$ cat config.mk
export PLATFORM = sky130hd
export DESIGN_NAME = ttpc_top
export DESIGN_NICKNAME = d
export VERILOG_FILES = /design/src/design/ttpc_pkg.sv /design/src/design/ttpc_channel.sv /design/src/design/ttpc_top.sv
export SDC_FILE = /design/constraint.sdc
export NUM_CORES = 1
export LEC_CHECK = 0
export ABC_AREA = 0
export BUFFER_PORTS_ARGS = -buffer_cell sky130_fd_sc_hd__buf_2
export CORE_MARGIN = 2
export CORE_UTILIZATION = 50
export DETAILED_ROUTE_END_ITERATION = 6
export MAX_ROUTING_LAYER = met4
export PLACE_DENSITY = 0.68
export SYNTH_ARGS = -nofsm -noshare
export SYNTH_HDL_FRONTEND = slang
export SYNTH_SLANG_ARGS = --single-unit
$ cat constraint.sdc
create_clock -name clk -period 11 [get_ports clk]
set_input_delay 0.55 -clock clk [delete_from_list [all_inputs] [get_ports clk]]
set_output_delay 0.55 -clock clk [all_outputs]
set_load 0.05 [all_outputs]
$ cat src/design/ttpc_pkg.sv
// Purpose: Shared constants and types of the triple timer with pin control
// Assumes: 32-bit classic Wishbone register access, one clock
// Notes: Offsets are byte addresses of aligned 32-bit words
package ttpc_pkg;

  ////////////////////////////////////////////////////////////////////////////
  // Register map
  localparam logic [7:0] OFS_TIMER_CTRL_STAT_CH0 = 8'h00;
  localparam logic [7:0] OFS_TIMER_CTRL_STAT_CH1 = 8'h10;
  localparam logic [7:0] OFS_TIMER_CTRL_STAT_CH2 = 8'h20;
  localparam logic [7:0] OFS_CH_BASE [0:2] = '{
    OFS_TIMER_CTRL_STAT_CH0, OFS_TIMER_CTRL_STAT_CH1, OFS_TIMER_CTRL_STAT_CH2};
  localparam logic [7:0] OFS_CMP_DELTA = 8'h04;
  localparam logic [7:0] OFS_CNT_DELTA = 8'h08;
  localparam logic [7:0] OFS_INT_STAT = 8'h30;
  localparam logic [7:0] OFS_INT_MASK = 8'h34;

  ////////////////////////////////////////////////////////////////////////////
  // Control/status field positions
  localparam int CTRL_EN_BIT = 0;
  localparam int CTRL_MODE_LSB = 1;
  localparam int CTRL_MODE_MSB = 3;
  localparam int CTRL_GPO_BIT = 4;
  localparam int CTRL_EXT_BIT = 5;
  localparam int CTRL_W = 6;
  localparam int STAT_PIN_BIT = 8;
  localparam int STAT_TC_BIT = 9;
  localparam int STAT_KEEP_BIT = 10;

  ////////////////////////////////////////////////////////////////////////////
  // Reset values
  localparam logic [5:0] CTRL_RESET = 6'h00;
  localparam logic [31:0] CMP_RESET = 32'h0000_0000;
  localparam logic [2:0] MASK_RESET = 3'h0;

  ////////////////////////////////////////////////////////////////////////////
  // Types
  typedef enum logic [2:0] {
    TTPC_GPIO_IN = 3'h0,
    TTPC_GPIO_OUT = 3'h1,
    TTPC_EVENT = 3'h2,
    TTPC_MEASURE = 3'h3,
    TTPC_TIMER = 3'h4,
    TTPC_WATCHDOG = 3'h5,
    TTPC_PWM = 3'h6
  } ttpc_mode_type;

  typedef enum logic [1:0] {
    TTPC_BUS_IDLE = 2'b01,
    TTPC_BUS_ACK = 2'b10
  } ttpc_bus_type;

endpackage

$ cat src/design/ttpc_channel.sv
// Purpose: One timer channel with its pin synchroniser and pin driver
// Assumes: Pin input is asynchronous to clk
// Notes: Counter stops and pin freezes while stop is high
`timescale 1ns/10ps
module ttpc_channel #(
  parameter int CNT_W = 24
) (
  // Clock and reset
  input wire logic clk,
  input wire logic reset,
  // Configuration
  input wire logic enable,
  input wire ttpc_pkg::ttpc_mode_type mode,
  input wire logic ext_clk_sel,
  input wire logic gpo_level,
  input wire logic [CNT_W-1:0] compare,
  input wire logic stop,
  // Pin
  input wire logic pin_in,
  output logic pin_out,
  output logic pin_oe_n,
  output logic pin_keep,
  // State
  output logic pin_level,
  output logic [CNT_W-1:0] count,
  output logic tc_pulse
);

  logic [2:0] sync_q;
  logic pin_rise;
  logic dir_out;
  logic is_out;
  logic counting;
  logic tick;
  logic hit;

  ////////////////////////////////////////////////////////////////////////////
  // Pin input: ignored in reset and in stop
  always_ff @(posedge clk or posedge reset)
  begin
    if (reset)
      sync_q <= 3'h0;
    else if (!stop)
      sync_q <= {sync_q[1:0], pin_in};
  end

  always_ff @(posedge clk or posedge reset)
  begin
    if (reset)
    begin
      pin_level <= 1'b0;
      pin_rise <= 1'b0;
    end
    else
    begin
      pin_rise <= 1'b0;
      if (!stop && sync_q[1] == sync_q[2])
      begin
        pin_rise <= sync_q[2] & ~pin_level;
        pin_level <= sync_q[2];
      end
    end
  end

  ////////////////////////////////////////////////////////////////////////////
  // Counter
  always_comb
  begin
    is_out = mode inside {ttpc_pkg::TTPC_GPIO_OUT, ttpc_pkg::TTPC_TIMER,
                          ttpc_pkg::TTPC_WATCHDOG, ttpc_pkg::TTPC_PWM};
    counting = enable && !stop && mode != ttpc_pkg::TTPC_GPIO_IN
               && mode != ttpc_pkg::TTPC_GPIO_OUT;
    case (mode)
      ttpc_pkg::TTPC_EVENT: tick = ext_clk_sel ? pin_rise : 1'b1;
      ttpc_pkg::TTPC_MEASURE: tick = pin_level;
      default: tick = 1'b1; // Output modes count internal clocks only
    endcase
    hit = counting && tick && count == compare;
  end

  always_ff @(posedge clk or posedge reset)
  begin
    if (reset)
    begin
      count <= '0;
      tc_pulse <= 1'b0;
    end
    else
    begin
      tc_pulse <= hit;
      if (!enable || hit)
        count <= '0;
      else if (counting && tick)
        count <= count + 1'b1;
    end
  end

  ////////////////////////////////////////////////////////////////////////////
  // Pin driver; wait has no effect here since only mode and stop steer it
  always_ff @(posedge clk or posedge reset)
  begin
    if (reset)
    begin
      pin_out <= 1'b0;
      dir_out <= 1'b0;
      pin_oe_n <= 1'b1;
      pin_keep <= 1'b0;
    end
    else
    begin
      pin_oe_n <= stop || !is_out;
      pin_keep <= stop && dir_out;
      if (!stop)
      begin
        dir_out <= is_out;
        case (mode)
          ttpc_pkg::TTPC_GPIO_OUT: pin_out <= gpo_level;
          ttpc_pkg::TTPC_TIMER: pin_out <= pin_out ^ hit;
          ttpc_pkg::TTPC_WATCHDOG: pin_out <= hit;
          ttpc_pkg::TTPC_PWM: pin_out <= count < (compare >> 1);
          default: pin_out <= pin_out;
        endcase
      end
    end
  end

  ////////////////////////////////////////////////////////////////////////////
  // Checks
  a_out_mode_drives: assert property (@(posedge clk) disable iff (reset)
    (is_out && !stop) |=> !pin_oe_n) else $error("output mode pin not driven");
  a_stop_holds_pin: assert property (@(posedge clk) disable iff (reset)
    (stop && $past(stop)) |-> ($stable(pin_out) && $stable(count) && pin_oe_n))
    else $error("pin or count moved in stop");

endmodule

$ cat src/design/ttpc_top.sv
// Purpose: Three independent timer channels with pin direction control
// Assumes: Classic Wishbone slave, 32-bit data, one clock at 40 MHz
// Notes: stop_req freezes channels; keepers hold driven levels meanwhile
//
// Overview of operation
// - Three identical independent channels, own pin and register
// - Channel counts internal clock or pin events
// - Interrupt after a programmed event count
// - Drive pin after programmed internal event count
// - Event counter and measurement use pin as input
// - Watchdog, timer, pulse modes drive pin out
// - After reset pins are ignored general inputs
// - Control register selects GPIO output or timer use
// - Stop keeps each pin's last direction and state
// - Stop ignores inputs of input pins
// - Stop holds output level by weak keeper
// - Wait leaves pin direction and level alone
//
// Local design decisions: the register offsets and the Wishbone interface to the registers.
`timescale 1ns/10ps
module ttpc_top #(
  parameter int CNT_W = 24,
  parameter int ADDR_W = 8
) (
  // Clock and reset
  input wire logic clk,
  input wire logic reset,
  // Wishbone slave
  input wire logic wb_cyc_i,
  input wire logic wb_stb_i,
  input wire logic wb_we_i,
  input wire logic [ADDR_W-1:0] wb_adr_i,
  input wire logic [3:0] wb_sel_i,
  input wire logic [31:0] wb_dat_i,
  output logic [31:0] wb_dat_o,
  output logic wb_ack_o,
  // Low-power state
  input wire logic stop_req,
  // Interrupt
  output logic irq,
  // Timer pin channel 0
  input wire logic timer_pin_ch0_in,
  output logic timer_pin_ch0_out,
  output logic timer_pin_ch0_oe_n,
  output logic timer_pin_ch0_keep,
  // Timer pin channel 1
  input wire logic timer_pin_ch1_in,
  output logic timer_pin_ch1_out,
  output logic timer_pin_ch1_oe_n,
  output logic timer_pin_ch1_keep,
  // Timer pin channel 2
  input wire logic timer_pin_ch2_in,
  output logic timer_pin_ch2_out,
  output logic timer_pin_ch2_oe_n,
  output logic timer_pin_ch2_keep
);

  localparam int NCH = 3;

  ttpc_pkg::ttpc_bus_type bus_state;
  ttpc_pkg::ttpc_bus_type next_bus_state;
  logic [7:0] adr;
  logic bus_req;
  logic wr_take;
  logic [31:0] rdata;
  logic [ttpc_pkg::CTRL_W-1:0] ctrl [NCH];
  logic [CNT_W-1:0] cmp [NCH];
  logic [CNT_W-1:0] count [NCH];
  logic [NCH-1:0] pin_in;
  logic [NCH-1:0] pin_out;
  logic [NCH-1:0] pin_oe_n;
  logic [NCH-1:0] pin_keep;
  logic [NCH-1:0] pin_level;
  logic [NCH-1:0] tc_pulse;
  logic [NCH-1:0] int_stat;
  logic [NCH-1:0] int_mask;
  logic [NCH-1:0] hit_ctrl;
  logic [NCH-1:0] hit_cmp;
  logic [NCH-1:0] hit_cnt;
  logic [31:0] next_ctrl_word [NCH];
  logic [31:0] next_cmp_word [NCH];

  function automatic logic [31:0] merge_lanes(
    input logic [31:0] old,
    input logic [31:0] wd,
    input logic [3:0] sel
  );
    logic [31:0] r;
    r = old;
    for (int b = 0; b < 4; b++)
    begin
      if (sel[b])
        r[8*b +: 8] = wd[8*b +: 8];
    end
    return r;
  endfunction

  ////////////////////////////////////////////////////////////////////////////
  // Byte-lane merge of a write into each channel's register words
  always_comb
  begin
    for (int i = 0; i < NCH; i++)
    begin
      next_ctrl_word[i] = merge_lanes(32'(ctrl[i]), wb_dat_i, wb_sel_i);
      next_cmp_word[i] = merge_lanes(32'(cmp[i]), wb_dat_i, wb_sel_i);
    end
  end

  ////////////////////////////////////////////////////////////////////////////
  // Bus handshake: ack one cycle after the request, writes land with ack
  assign adr = wb_adr_i[7:0];
  assign bus_req = wb_cyc_i && wb_stb_i;
  assign wb_ack_o = bus_state == ttpc_pkg::TTPC_BUS_ACK;
  assign wr_take = wb_ack_o && bus_req && wb_we_i;

  always_comb
  begin
    case (bus_state)
      ttpc_pkg::TTPC_BUS_IDLE:
        next_bus_state = bus_req ? ttpc_pkg::TTPC_BUS_ACK : ttpc_pkg::TTPC_BUS_IDLE;
      ttpc_pkg::TTPC_BUS_ACK:
        next_bus_state = ttpc_pkg::TTPC_BUS_IDLE;
      default:
        next_bus_state = ttpc_pkg::TTPC_BUS_IDLE;
    endcase
  end

  always_ff @(posedge clk or posedge reset)
  begin
    if (reset)
      bus_state <= ttpc_pkg::TTPC_BUS_IDLE;
    else
      bus_state <= next_bus_state;
  end

  ////////////////////////////////////////////////////////////////////////////
  // Address decode
  always_comb
  begin
    for (int i = 0; i < NCH; i++)
    begin
      hit_ctrl[i] = adr == ttpc_pkg::OFS_CH_BASE[i];
      hit_cmp[i] = adr == (ttpc_pkg::OFS_CH_BASE[i] + ttpc_pkg::OFS_CMP_DELTA);
      hit_cnt[i] = adr == (ttpc_pkg::OFS_CH_BASE[i] + ttpc_pkg::OFS_CNT_DELTA);
    end
  end

  ////////////////////////////////////////////////////////////////////////////
  // Read mux; unmapped addresses read as zero but are still acknowledged
  always_comb
  begin
    rdata = 32'h0000_0000;
    for (int i = 0; i < NCH; i++)
    begin
      if (hit_ctrl[i])
      begin
        rdata[ttpc_pkg::CTRL_W-1:0] = ctrl[i];
        rdata[ttpc_pkg::STAT_PIN_BIT] = pin_level[i];
        rdata[ttpc_pkg::STAT_TC_BIT] = int_stat[i];
        rdata[ttpc_pkg::STAT_KEEP_BIT] = pin_keep[i];
      end
      if (hit_cmp[i])
        rdata[CNT_W-1:0] = cmp[i];
      if (hit_cnt[i])
        rdata[CNT_W-1:0] = count[i];
    end
    if (adr == ttpc_pkg::OFS_INT_STAT)
      rdata[NCH-1:0] = int_stat;
    if (adr == ttpc_pkg::OFS_INT_MASK)
      rdata[NCH-1:0] = int_mask;
  end

  always_ff @(posedge clk or posedge reset)
  begin
    if (reset)
      wb_dat_o <= 32'h0000_0000;
    else if (bus_state == ttpc_pkg::TTPC_BUS_IDLE && bus_req && !wb_we_i)
      wb_dat_o <= rdata;
  end

  ////////////////////////////////////////////////////////////////////////////
  // Channel control/status and compare registers
  always_ff @(posedge clk or posedge reset)
  begin
    if (reset)
    begin
      for (int i = 0; i < NCH; i++)
        ctrl[i] <= ttpc_pkg::CTRL_RESET;
    end
    else if (wr_take)
    begin
      for (int i = 0; i < NCH; i++)
      begin
        if (hit_ctrl[i])
          ctrl[i] <= next_ctrl_word[i][ttpc_pkg::CTRL_W-1:0];
      end
    end
  end

  always_ff @(posedge clk or posedge reset)
  begin
    if (reset)
    begin
      for (int i = 0; i < NCH; i++)
        cmp[i] <= ttpc_pkg::CMP_RESET[CNT_W-1:0];
    end
    else if (wr_take)
    begin
      for (int i = 0; i < NCH; i++)
      begin
        if (hit_cmp[i])
          cmp[i] <= next_cmp_word[i][CNT_W-1:0];
      end
    end
  end

  ////////////////////////////////////////////////////////////////////////////
  // Interrupt: sticky terminal-count flags, set beats a write-one clear
  always_ff @(posedge clk or posedge reset)
  begin
    if (reset)
      int_stat <= '0;
    else
    begin
      for (int i = 0; i < NCH; i++)
      begin
        if (tc_pulse[i])
          int_stat[i] <= 1'b1;
        else if (wr_take && adr == ttpc_pkg::OFS_INT_STAT && wb_sel_i[0] && wb_dat_i[i])
          int_stat[i] <= 1'b0;
      end
    end
  end

  always_ff @(posedge clk or posedge reset)
  begin
    if (reset)
      int_mask <= ttpc_pkg::MASK_RESET;
    else if (wr_take && adr == ttpc_pkg::OFS_INT_MASK && wb_sel_i[0])
      int_mask <= wb_dat_i[NCH-1:0];
  end

  assign irq = |(int_stat & int_mask);

  ////////////////////////////////////////////////////////////////////////////
  // Channels, identical and independent
  assign pin_in = {timer_pin_ch2_in, timer_pin_ch1_in, timer_pin_ch0_in};

  for (genvar g = 0; g < NCH; g++)
  begin : g_ch
    ttpc_channel #(
      .CNT_W(CNT_W)
    ) u_ch (
      .clk(clk),
      .reset(reset),
      .enable(ctrl[g][ttpc_pkg::CTRL_EN_BIT]),
      .mode(ttpc_pkg::ttpc_mode_type'(ctrl[g][ttpc_pkg::CTRL_MODE_MSB:ttpc_pkg::CTRL_MODE_LSB])),
      .ext_clk_sel(ctrl[g][ttpc_pkg::CTRL_EXT_BIT]),
      .gpo_level(ctrl[g][ttpc_pkg::CTRL_GPO_BIT]),
      .compare(cmp[g]),
      .stop(stop_req),
      .pin_in(pin_in[g]),
      .pin_out(pin_out[g]),
      .pin_oe_n(pin_oe_n[g]),
      .pin_keep(pin_keep[g]),
      .pin_level(pin_level[g]),
      .count(count[g]),
      .tc_pulse(tc_pulse[g])
    );
  end

  assign timer_pin_ch0_out = pin_out[0];
  assign timer_pin_ch1_out = pin_out[1];
  assign timer_pin_ch2_out = pin_out[2];
  assign timer_pin_ch0_oe_n = pin_oe_n[0];
  assign timer_pin_ch1_oe_n = pin_oe_n[1];
  assign timer_pin_ch2_oe_n = pin_oe_n[2];
  assign timer_pin_ch0_keep = pin_keep[0];
  assign timer_pin_ch1_keep = pin_keep[1];
  assign timer_pin_ch2_keep = pin_keep[2];

  ////////////////////////////////////////////////////////////////////////////
  // Checks
  a_reset_pins_input: assert property (@(posedge clk) disable iff (reset)
    $past(reset) |-> (&pin_oe_n && !(|pin_keep) && !(|pin_level)))
    else $error("pin not an ignored input after reset");

  a_ack_single: assert property (@(posedge clk) disable iff (reset)
    (bus_req && !wb_ack_o) |=> wb_ack_o ##1 !wb_ack_o)
    else $error("ack not a one-cycle answer");

  a_read_data_taken: assert property (@(posedge clk) disable iff (reset)
    (bus_req && !wb_we_i && !wb_ack_o) |=> wb_dat_o == $past(rdata))
    else $error("read data not loaded at take");

  a_ctrl_write_lands: assert property (@(posedge clk) disable iff (reset)
    (wr_take && hit_ctrl[0] && wb_sel_i[0])
    |=> ctrl[0] == $past(wb_dat_i[ttpc_pkg::CTRL_W-1:0]))
    else $error("control write lost");

  a_tc_raises_irq: assert property (@(posedge clk) disable iff (reset)
    (tc_pulse[0] && int_mask[0]) |=> irq)
    else $error("terminal count did not raise irq");

  a_w1c_clears: assert property (@(posedge clk) disable iff (reset)
    (wr_take && adr == ttpc_pkg::OFS_INT_STAT && wb_sel_i[0] && wb_dat_i[0] && !tc_pulse[0])
    |=> !int_stat[0])
    else $error("write one did not clear status");

  a_tc_at_compare: assert property (@(posedge clk) disable iff (reset)
    tc_pulse[1] |-> (count[1] == '0 && $past(count[1]) == $past(cmp[1])))
    else $error("terminal count without compare match");

  a_timer_toggles: assert property (@(posedge clk) disable iff (reset)
    (ctrl[0][ttpc_pkg::CTRL_MODE_MSB:ttpc_pkg::CTRL_MODE_LSB] == 3'h4 && !stop_req)
    |=> pin_out[0] == ($past(pin_out[0]) ^ tc_pulse[0]))
    else $error("timer pin did not toggle on match");

  a_pwm_level: assert property (@(posedge clk) disable iff (reset)
    (ctrl[2][ttpc_pkg::CTRL_MODE_MSB:ttpc_pkg::CTRL_MODE_LSB] == 3'h6 && !stop_req)
    |=> pin_out[2] == ($past(count[2]) < ($past(cmp[2]) >> 1)))
    else $error("pulse level wrong");

  a_watchdog_pulse: assert property (@(posedge clk) disable iff (reset)
    (ctrl[2][ttpc_pkg::CTRL_MODE_MSB:ttpc_pkg::CTRL_MODE_LSB] == 3'h5 && !stop_req)
    |=> pin_out[2] == tc_pulse[2])
    else $error("watchdog pin not the match pulse");

  a_measure_holds: assert property (@(posedge clk) disable iff (reset)
    (ctrl[2][ttpc_pkg::CTRL_MODE_MSB:ttpc_pkg::CTRL_MODE_LSB] == 3'h3
     && ctrl[2][ttpc_pkg::CTRL_EN_BIT] && !pin_level[2])
    |=> $stable(count[2]))
    else $error("measure counted with pin low");

  a_input_mode_hiz: assert property (@(posedge clk) disable iff (reset)
    (ctrl[1][ttpc_pkg::CTRL_MODE_MSB:ttpc_pkg::CTRL_MODE_LSB] == 3'h2 && !stop_req)
    |=> pin_oe_n[1])
    else $error("event mode pin driven");

  a_stop_keeper: assert property (@(posedge clk) disable iff (reset)
    (stop_req && !pin_oe_n[0]) |=> (pin_oe_n[0] && pin_keep[0] && $stable(pin_out[0])))
    else $error("keeper not holding in stop");

  a_stop_tristates: assert property (@(posedge clk) disable iff (reset)
    stop_req |=> &pin_oe_n)
    else $error("pin driver on in stop");

  a_stop_ignores_in: assert property (@(posedge clk) disable iff (reset)
    stop_req [*3] |-> $stable(pin_level))
    else $error("pin input seen in stop");

  a_gpo_follows: assert property (@(posedge clk) disable iff (reset)
    (ctrl[0][ttpc_pkg::CTRL_MODE_MSB:ttpc_pkg::CTRL_MODE_LSB] == 3'h1 && !stop_req)
    |=> (!pin_oe_n[0] && pin_out[0] == $past(ctrl[0][ttpc_pkg::CTRL_GPO_BIT])))
    else $error("gpio output not driven");

  a_status_sticky: assert property (@(posedge clk) disable iff (reset)
    (int_stat[2] && !(wr_take && adr == ttpc_pkg::OFS_INT_STAT)) |=> int_stat[2])
    else $error("status bit lost");

endmodule

Yosys cells after proc, flatten, opt, wreduce, memory -nomap -nowiden. Index checks and enable logic that the tools add are counted.

Shifts and indexed selects: 0. Multipliers: 0. Add/sub/neg operators: 3. Equal/unequal tests: 39. Magnitude comparators: 3. Mux-type cells: 40. Reductions and logical operators: 76. Divide/modulo/power cells: 0. Bitwise operators: 11.

Operators with widths (count): 24-bit two-way mux (12); 24-bit by 1-bit adder with 24-bit output (second input constant) (3); 24-bit equality test (3); 24-bit by 23-bit < comparator with 1-bit output (3); 8-bit by 6-bit equality test with 1-bit output (second input constant) (5); 3-bit AND reduction (12); 1-bit logical AND (33); 3-bit equality test (second input constant) (9); 8-bit by 5-bit equality test with 1-bit output (second input constant) (3); 3-bit by 2-bit equality test with 1-bit output (second input constant) (6); 6-bit two-way mux (3); 3-bit two-way mux (5); 1-bit two-way mux (12); 1-bit one-hot mux with 4 select lines (3); 2-bit nonzero test (6); 4-bit nonzero test (3); 3-bit by 1-bit equality test with 1-bit output (second input constant) (3); 3-bit by 1-bit != test with 1-bit output (second input constant) (3); 3-bit nonzero test (3); 8-bit by 3-bit equality test with 1-bit output (second input constant) (1); 8-bit by 4-bit equality test with 1-bit output (second input constant) (1); 1-bit logical NOT (8); 8-bit logical NOT (1); 1-bit logical OR (6); other kinds (11) (25).

Bits in latches: 0. Memories: 0. Bits in writable memories: 0. Memory bits (read-only): 0. Input port bits: 53. Register bits after elaboration: 224. Output and inout bits: 43. Logic and storage cells: 217.

Logic depth before layout (Yosys ltp). Gate-level depths: netlist of the first run.

Word-level depth: 12. Mapped depth: 8. Depth with buffers taken out: 8.

Modules after synthesis. From an unflattened synthesis of the first run, not the netlist that was laid out.

Cell total of the unflattened synthesis: 1441. Area, all modules: 14010.9 sq um.

Modules (own cells, without submodules): ttpc_channel (area an instance 2531.2 sq um, times used 3, cells each 282); ttpc_top (area an instance 6417.4 sq um, times used 1, cells each 595).

Worst setup path after synthesis of the first run. No wires, ideal clock.

Kind: reg-to-reg. Start point: reg bus_state[0]. End point: reg ctrl[0] (netlist name). Period minus slack after synthesis: 2.468 ns. Data arrival time: 2.344 ns. Stages on the path, launching flop included: 6. Setup slack: 8.532 ns. Cells stage by stage: dfstp_2 -> nor2b_1 -> and4_1 -> nand2_1 -> nor3_4 -> mux2_2.

Word-level cells in the longest chain between the ends: 4.

Ends and longest elaborated chain: start, declared (RTL line ttpc_top.sv:60) `ttpc_pkg::ttpc_bus_type bus_state;`; start signal, assigned (RTL line ttpc_top.sv:131) `bus_state <= ttpc_pkg::TTPC_BUS_IDLE;`; start signal, assigned (RTL line ttpc_top.sv:133) `bus_state <= next_bus_state;`; 2-bit equality test (RTL line ttpc_top.sv:113) `assign wb_ack_o = bus_state == ttpc_pkg::TTPC_BUS_ACK;`; via wb_ack_o (RTL line ttpc_top.sv:36) `output logic wb_ack_o,`; 1-bit logical AND (2 in a row) (RTL line ttpc_top.sv:114) `assign wr_take = wb_ack_o && bus_req && wb_we_i;`; 3-bit AND reduction (no source line); end signal, assigned by index (RTL line ttpc_top.sv:188) `ctrl[i] <= ttpc_pkg::CTRL_RESET;`; end signal, assigned by index (RTL line ttpc_top.sv:195) `ctrl[i] <= next_ctrl_word[i][ttpc_pkg::CTRL_W-1:0];`; end, declared (RTL line ttpc_top.sv:66) `logic [ttpc_pkg::CTRL_W-1:0] ctrl [NCH];`.

The timed path passes the listed nets, and every way through them passes these cells. A chain may end at the register's enable or synchronous reset.

Worst setup path after layout of the first run.
Start point: in wb_adr_i[2]. End point: reg wb_dat_o[10].

Word-level cells in the longest chain between the ends: 10. Elaborated cells between the ends (all ways): 18. Those cells by class: eq/ne: 8; mux: 9; reduce/logical: 1.

Ends and longest elaborated chain: start, declared (RTL line ttpc_top.sv:32) `input wire logic [ADDR_W-1:0] wb_adr_i,`; 8-bit logical NOT (RTL line ttpc_top.sv:142) `hit_ctrl[i] = adr == ttpc_pkg::OFS_CH_BASE[i];`; 3-bit two-way mux (RTL line ttpc_top.sv:155) `if (hit_ctrl[i])`; 24-bit two-way mux (RTL line ttpc_top.sv:162) `if (hit_cmp[i])`; 24-bit two-way mux (RTL line ttpc_top.sv:164) `if (hit_cnt[i])`; 3-bit two-way mux (RTL line ttpc_top.sv:155); 24-bit two-way mux (RTL line ttpc_top.sv:162); 24-bit two-way mux (RTL line ttpc_top.sv:164); 3-bit two-way mux (RTL line ttpc_top.sv:155); 24-bit two-way mux (RTL line ttpc_top.sv:162); 24-bit two-way mux * (RTL line ttpc_top.sv:164); end signal, assigned (RTL line ttpc_top.sv:178) `wb_dat_o <= rdata;`; end, declared (RTL line ttpc_top.sv:35) `output logic [31:0] wb_dat_o,`.

Mark *: on every way between the ends. The rest lies on a longest branch, timed or not.

==> metrics.cfg, run 1 <==
[setup_path]
arrival_ns=3.50
ff2ff_setup_slack_ns=7.99
crit_fanout=28
cp-start-kind=input pin
r2r-start=g_ch[1].u_ch.count[0]
r2r_cells=6
critPathKind=in2reg
cp.required_ns=11.47
r2r-end=g_ch[1].u_ch.count[15]
endpoint_kind=register

[power]
power_leakage_nw=6.59
ir_worst_vdd_mv=0.127
cellPowerDensity_mw_per_mm2=127

[sta]
fin_hold_ws_ns=0.137
finalSetupTns_ns=0
tightest_slew_ns=1.23
fmax_ghz=0.329
skew_ns=0.0129
max_slew_margin_pct=17.1
slew_violations=0
post-route-period-util_pct=27.6
final-setup-viol-count=0
rsz0062_at_grt=false
hold_viol=0
finalCriticalPeriod_ns=3.04

[final_layout]
diodes=0
nets=1650
final_layout_size_suffix_gt1_share_pct=12.2
syn2layout_area_growth_pct=9.84
fillerInstances=2475

[floorplanning]
dieArea_mm2=0.0283
num_io_pins=96
floorplan.rows=60
initial_core_util_pct=50.4
coreArea_mm2=0.0267
die_h_um=168
dieWidth_um=168

[placed_design]
dp_hpwl_um=31400
gp_congestion=0.968
port_buffers=78

[synthesis]
syn_area_per_cell_um2=9.11
synth.distinct_cells=82
async_reset_ff_share_pct=100
synth_edf_count=0
yosysSeqAreaShare_pct=41.6
synth_area_mm2=0.0135
ys_ff_latch=224
netlist_instances=1478
synthFlopType=dfrtp_1
yosysWarnings=0

[clocking]
ctsHtreeMaxLevel=1
numCtsBuffers=25
cts_resized=0
clock_path_buffers=3
clkLatencyLatePin_ns=0.53
cts_hold_buf=0
cts_tree=done
post_cts_buffers=0
clock_sinks=224
cts.clk_slew.worst_paths_ns=0.06
clock-root-buffer=clkbuf_16

[flow_run]
drv_cap=0

[routing]
drc=0
via_per_inst=6.13
routed_wl_um=41900
vias=11500
firstDrtPassIters=7
drt_iter0_drc=1294
final_antenna_net_count=0
wire_per_inst_um=22.3

[run_status]
status=completed

[global_routing]
grt_usage_pct=31.0
grt_max_degree=103
grt_pass1_vias=11000
grt_overflow=0
antenna_found_initial=0
grt_first_pass_wirelength_um=65200

[min_path]
hold_class=in2async

layout make-up:
type	count	area, um^2	area share, %
tap	341	427	2.88
clock buffer	33	696	4.70
inverter	95	364	2.46
sequential	224	5610	37.9
clock inverter	8	68.8	0.465
timing repair buffer	85	443	2.99
multi-input combinational	1097	7190	48.6
through the flow:
step,cell area (um^2),std cells,setup WS [ns],power [mW],util (%)
after floorplan,13500,1485,4.32,1.02,-
after global placement,14000,1842,7.54,1.08,52.5
after detailed placement,14000,1842,7.53,1.09,52.5
after CTS,14800,1883,8.07,1.89,55.4
after global routing,14800,1883,7.87,1.94,55.4
final,14800,1883,7.96,1.88,55.4
synth_stat cells, drive strengths merged (26+ instances only):
library cell | n | area (um^2)
dfrtp | 220 | 5510
nand2 | 173 | 652
nor2 | 144 | 568
o21ai | 132 | 661
inv | 95 | 357
xor2 | 93 | 815
ha | 69 | 863
a21oi | 60 | 300
nand4 | 44 | 282
buf | 43 | 246
xnor2 | 39 | 342
mux2 | 31 | 349
clkbuf | 26 | 98.8
nor4 | 26 | 178
layout by cell type, fill, tap and decap left out, types with 18 or more instances in the layout:
master	Yosys	final
nand3_1	23	23
buf_2	29	78
a22oi_1	20	20
nand4_1	43	43
o21ai_0	129	129
nand2_1	172	172
xnor2_1	39	39
xor2_1	93	93
and3_1	18	18
dfrtp_1	220	220
nor4_1	25	25
a21oi_1	60	60
clkbuf_16	0	25
nor2_1	137	136
inv_1	95	94
mux2_2	31	31
ha_1	69	69
routing by layer:
layer  routed length [um]  global-route usage [%]  vias to the layer above  share of wire (%)
met3                 3550                    5.17                      101                8.5
met4                 2130                    13.2                        0                5.1
met2                18400                    45.8                      521                 44
li1                     -                       -                     5305                  -
met1                17900                    42.3                     5615                 43
met5                    0                       -                        -                  0
registers in the layout (all words and copies together), names as in the netlist:
signal / count
g_ch.u_ch.pin_oe_n: 3
g_ch.u_ch.dir_out: 3
wb_dat_o: 24
ctrl: 18
cmp: 72
g_ch.u_ch.pin_out: 3
int_stat: 3
int_mask: 3
g_ch.u_ch.tc_pulse: 3
g_ch.u_ch.count: 72
g_ch.u_ch.pin_keep: 3
g_ch.u_ch.sync_q: 9
g_ch.u_ch.pin_level: 3
bus_state: 2
g_ch.u_ch.pin_rise: 3
cell families after synthesis:
logic type               count (synthesis)  synth area share [%]
adder cells (fa/ha/maj)                 69                  6.41
flip-flops                             224                  41.6
AND/OR/NAND/NOR                        526                  19.8
XOR/XNOR                               132                  8.58
buffers and inverters                  164                  5.21
multiplexers                            41                  3.33
other                                    1                0.0278
AO/OA/AOI/OAI                          321                  14.9
worst max-delay path by stage:
stage | startpoint | to | depth (start not counted)
after floorplan | reset | bus_state[1] | 1
after global placement | wb_adr_i[2] | wb_dat_o[10] | 6
after detailed placement | wb_adr_i[2] | wb_dat_o[10] | 6
after CTS | g_ch[1].u_ch.count[0] | g_ch[1].u_ch.count[22] | 6
after global routing | wb_adr_i[3] | wb_dat_o[11] | 7
final | wb_adr_i[2] | wb_dat_o[10] | 6
worst max-delay path, stage by stage:
cell and delay [ns]:
buf_2 0.43, or4b_1 0.92, nor2_2 0.85, a211oi_1 0.17, a32oi_1 0.38, o21a_1 0.17
where the power goes:
part | internal (mW) | switching [mW] | total (mW) | leakage, nW
clock | 0.463 | 0.344 | 0.808 | 0.383
sequential | 0.852 | 0.0223 | 0.875 | 2.68
combinational | 0.0462 | 0.149 | 0.195 | 3.53
Note: power is estimated with default switching activity, not from simulation.
==> run 2: changes to the inputs <==
Settings changed: ABC_AREA 0 to 1, PLACE_DENSITY 0.68 to 0.7.
Clock period 11 ns to 2.5 ns, I/O delays scaled along.
==> run 2 against run 1 <==
The run now ends with DRC, hold timing left. Cell count rose by 34%. Sequential share of layout area fell by 4.4 points. Synthesized cell count rose by 36%. Die area rose by 9.6%. Sequential cell count did not move. Area after synthesis rose by 9.8%. Critical path depth rose by 2. Global-route usage fell by 0.24 points. Power rose to 4.4 times the previous value. Highest routed layer unchanged. Sequential power rose to 4.3 times the previous value.
==> metrics.cfg, run 2 <==
[power]
p_sw_share_pct=24.6
ir_worst_vdd_mv=0.529
power_leakage_nw=8.08
p_sw_mw=2.05
cellPowerDensity_mw_per_mm2=498
comb_power_share_pct=6.3
power_frac_seq_pct=44.7
p_int_mw=6.28
clkPwrFrac_pct=49.0

[setup_path]
r2r-end=g_ch[0].u_ch.tc_pulse
ff2ff_setup_slack_ns=0.25
critPathKind=reg2reg
cp.required_ns=2.98
crit_fanout=12
arrival_ns=2.73
r2r-start=ctrl[13]
endpoint_kind=register
cp-start-kind=register
r2r_cells=8

[floorplanning]
num_io_pins=96
initial_core_util_pct=51.1
dieArea_mm2=0.0310
dieWidth_um=176
floorplan.rows=62
coreArea_mm2=0.0289
die_h_um=176

[global_routing]
antenna_found_initial=0
grt_pass1_vias=12800
grt_max_degree=45
grt_first_pass_wirelength_um=72200
grt_overflow=0
grt_usage_pct=30.7

[clocking]
ctsHtreeMaxLevel=1
cts_resized=0
numCtsBuffers=26
clock-root-buffer=clkbuf_16
cts.clk_slew.worst_paths_ns=0.06
clock_sinks=224
cts_tree=done
cts_hold_buf=25
post_cts_buffers=0
clock_path_buffers=3
clkLatencyLatePin_ns=0.56

[min_path]
hold_start=wb_dat_i[4]
hold_depth=3
hold_class=in2reg
min_to=ctrl[10]

[run_status]
violations=DRC, hold timing
status=finished, violations left

[routing]
final_antenna_net_count=0
vias=13700
routed_wl_um=45600
wire_per_inst_um=18.1
drt_iter0_drc=1489
via_per_inst=5.42
drc=3
firstDrtPassIters=7

[final_layout]
nets=2240
final_layout_size_suffix_gt1_share_pct=12.1
final_common_cell=nand2_1
regArea_mm2=0.00561
diodes=0
final_cell_mix=551 x nand2_1, 273 x inv_1, 220 x dfrtp_1
fin_util_pct=57.8
multiInputGateArea_mm2=0.00767
design_area_mm2=0.0167
reg_top3=cmp (72), g_ch.u_ch.count (72), wb_dat_o (24)
fillerInstances=2736
syn2layout_area_growth_pct=13.1

[sta]
slew_violations=0
tightest_slew_ns=0.770
max_slew_margin_pct=48.2
final-setup-viol-count=0
finalCriticalPeriod_ns=2.25
hold_viol=1
fmax_ghz=0.444
skew_ns=0.0247
post-route-period-util_pct=90.0
fin_hold_ws_ns=-0.000384
rsz0062_at_grt=false

[synthesis]
synth_area_mm2=0.0148
synth_top_area_share_pct=37.2
synthTopCellsByCount=551 x nand2_1, 274 x inv_1, 220 x dfrtp_1
synth.distinct_cells=59
syn_area_per_cell_um2=7.36
synth_edf_count=0
synthFlopType=dfrtp_1
synth_area_leaders=dfrtp_1 37%, nand2_1 14%, inv_1 7.0%
post-synth-top-count-cell=nand2_1
ys_ff_latch=224
async_reset_ff_share_pct=100
yosysWarnings=0
netlist_instances=2010
synth_top_cell_by_area=dfrtp_1
yosysSeqAreaShare_pct=37.9

[flow_run]
drv_cap=0

[placed_design]
dp_hpwl_um=35200
place_area_mm2=0.0156
gp_congestion=0.965
port_buffers=78

## run 2: worst max path at each step
stage,endpoint,startpoint
3_3_place_gp,g_ch[2].u_ch.pin_out,g_ch[2].u_ch.count[20]
3_5_place_dp,g_ch[0].u_ch.tc_pulse,ctrl[13]
6_report,g_ch[0].u_ch.tc_pulse,ctrl[13]
4_1_cts,g_ch[0].u_ch.tc_pulse,ctrl[13]
5_1_grt,g_ch[2].u_ch.pin_out,cmp[23]
2_1_floorplan,bus_state[1],reset
## run 2: worst max-delay path: stages (launching register included)
cell and delay [ns]:
dfrtp_1 0.46, inv_2 0.10, o211ai_2 0.08, nand3_1 0.10, nand2_2 0.21, inv_1 0.21
nand3_1 0.11, nor4_1 0.66, buf_4 0.24
## run 2: layout make-up
| cell class | count | area share [%] |
|---|---|---|
| Multi-Input combinational cell | 1438 | 45.8 |
| Sequential cell | 224 | 33.5 |
| Inverter | 287 | 6.46 |
| Timing Repair Buffer | 141 | 5.91 |
| Clock buffer | 33 | 4.28 |
| Tap cell | 384 | 2.87 |
| Clock inverter | 14 | 1.14 |
## run 2: power by group through the flow
| stage | registers (mW) | logic, mW | clock network, mW |
|---|---|---|---|
| after detailed placement | 3.79 | 0.504 | 0 |
| after global placement | 3.78 | 0.496 | 0 |
| after CTS | 3.72 | 0.535 | 4.12 |
| final | 3.72 | 0.529 | 4.08 |
| after floorplan | 3.89 | 0.224 | 0 |
| after global routing | 3.73 | 0.580 | 4.28 |
## run 2: cell families after synthesis
logic type               synth area share [%]
flip-flops                               37.9
AND/OR/NAND/NOR                          29.9
adder cells (fa/ha/maj)                  5.84
other                                  0.0253
buffers and inverters                    10.4
XOR/XNOR                                 4.26
AO/OA/AOI/OAI                            11.7
## run 2: per-layer routing
layer / wire, um / vias up / GRT usage, %
li1: - / 6662 / -
met1: 21200 / 6419 / 44.7
met2: 20000 / 512 / 45.6
met3: 3090 / 76 / 3.17
met4: 1340 / 0 / 8.99
met5: 0 / - / -
## run 2: through the flow
| stage | total power [mW] | setup slack (ns) | setup TNS [ns] | cells |
|---|---|---|---|---|
| 6_report | 8.33 | 0.249 | 0 | 2521 |
| 5_1_grt | 8.59 | 0.178 | 0 | 2521 |
| 4_1_cts | 8.38 | 0.382 | 0 | 2521 |
| 3_5_place_dp | 4.29 | 0.409 | 0 | 2449 |
| 3_3_place_gp | 4.28 | 0.451 | 0 | 2449 |
| 2_1_floorplan | 4.11 | -0.546 | -120.07 | 2017 |
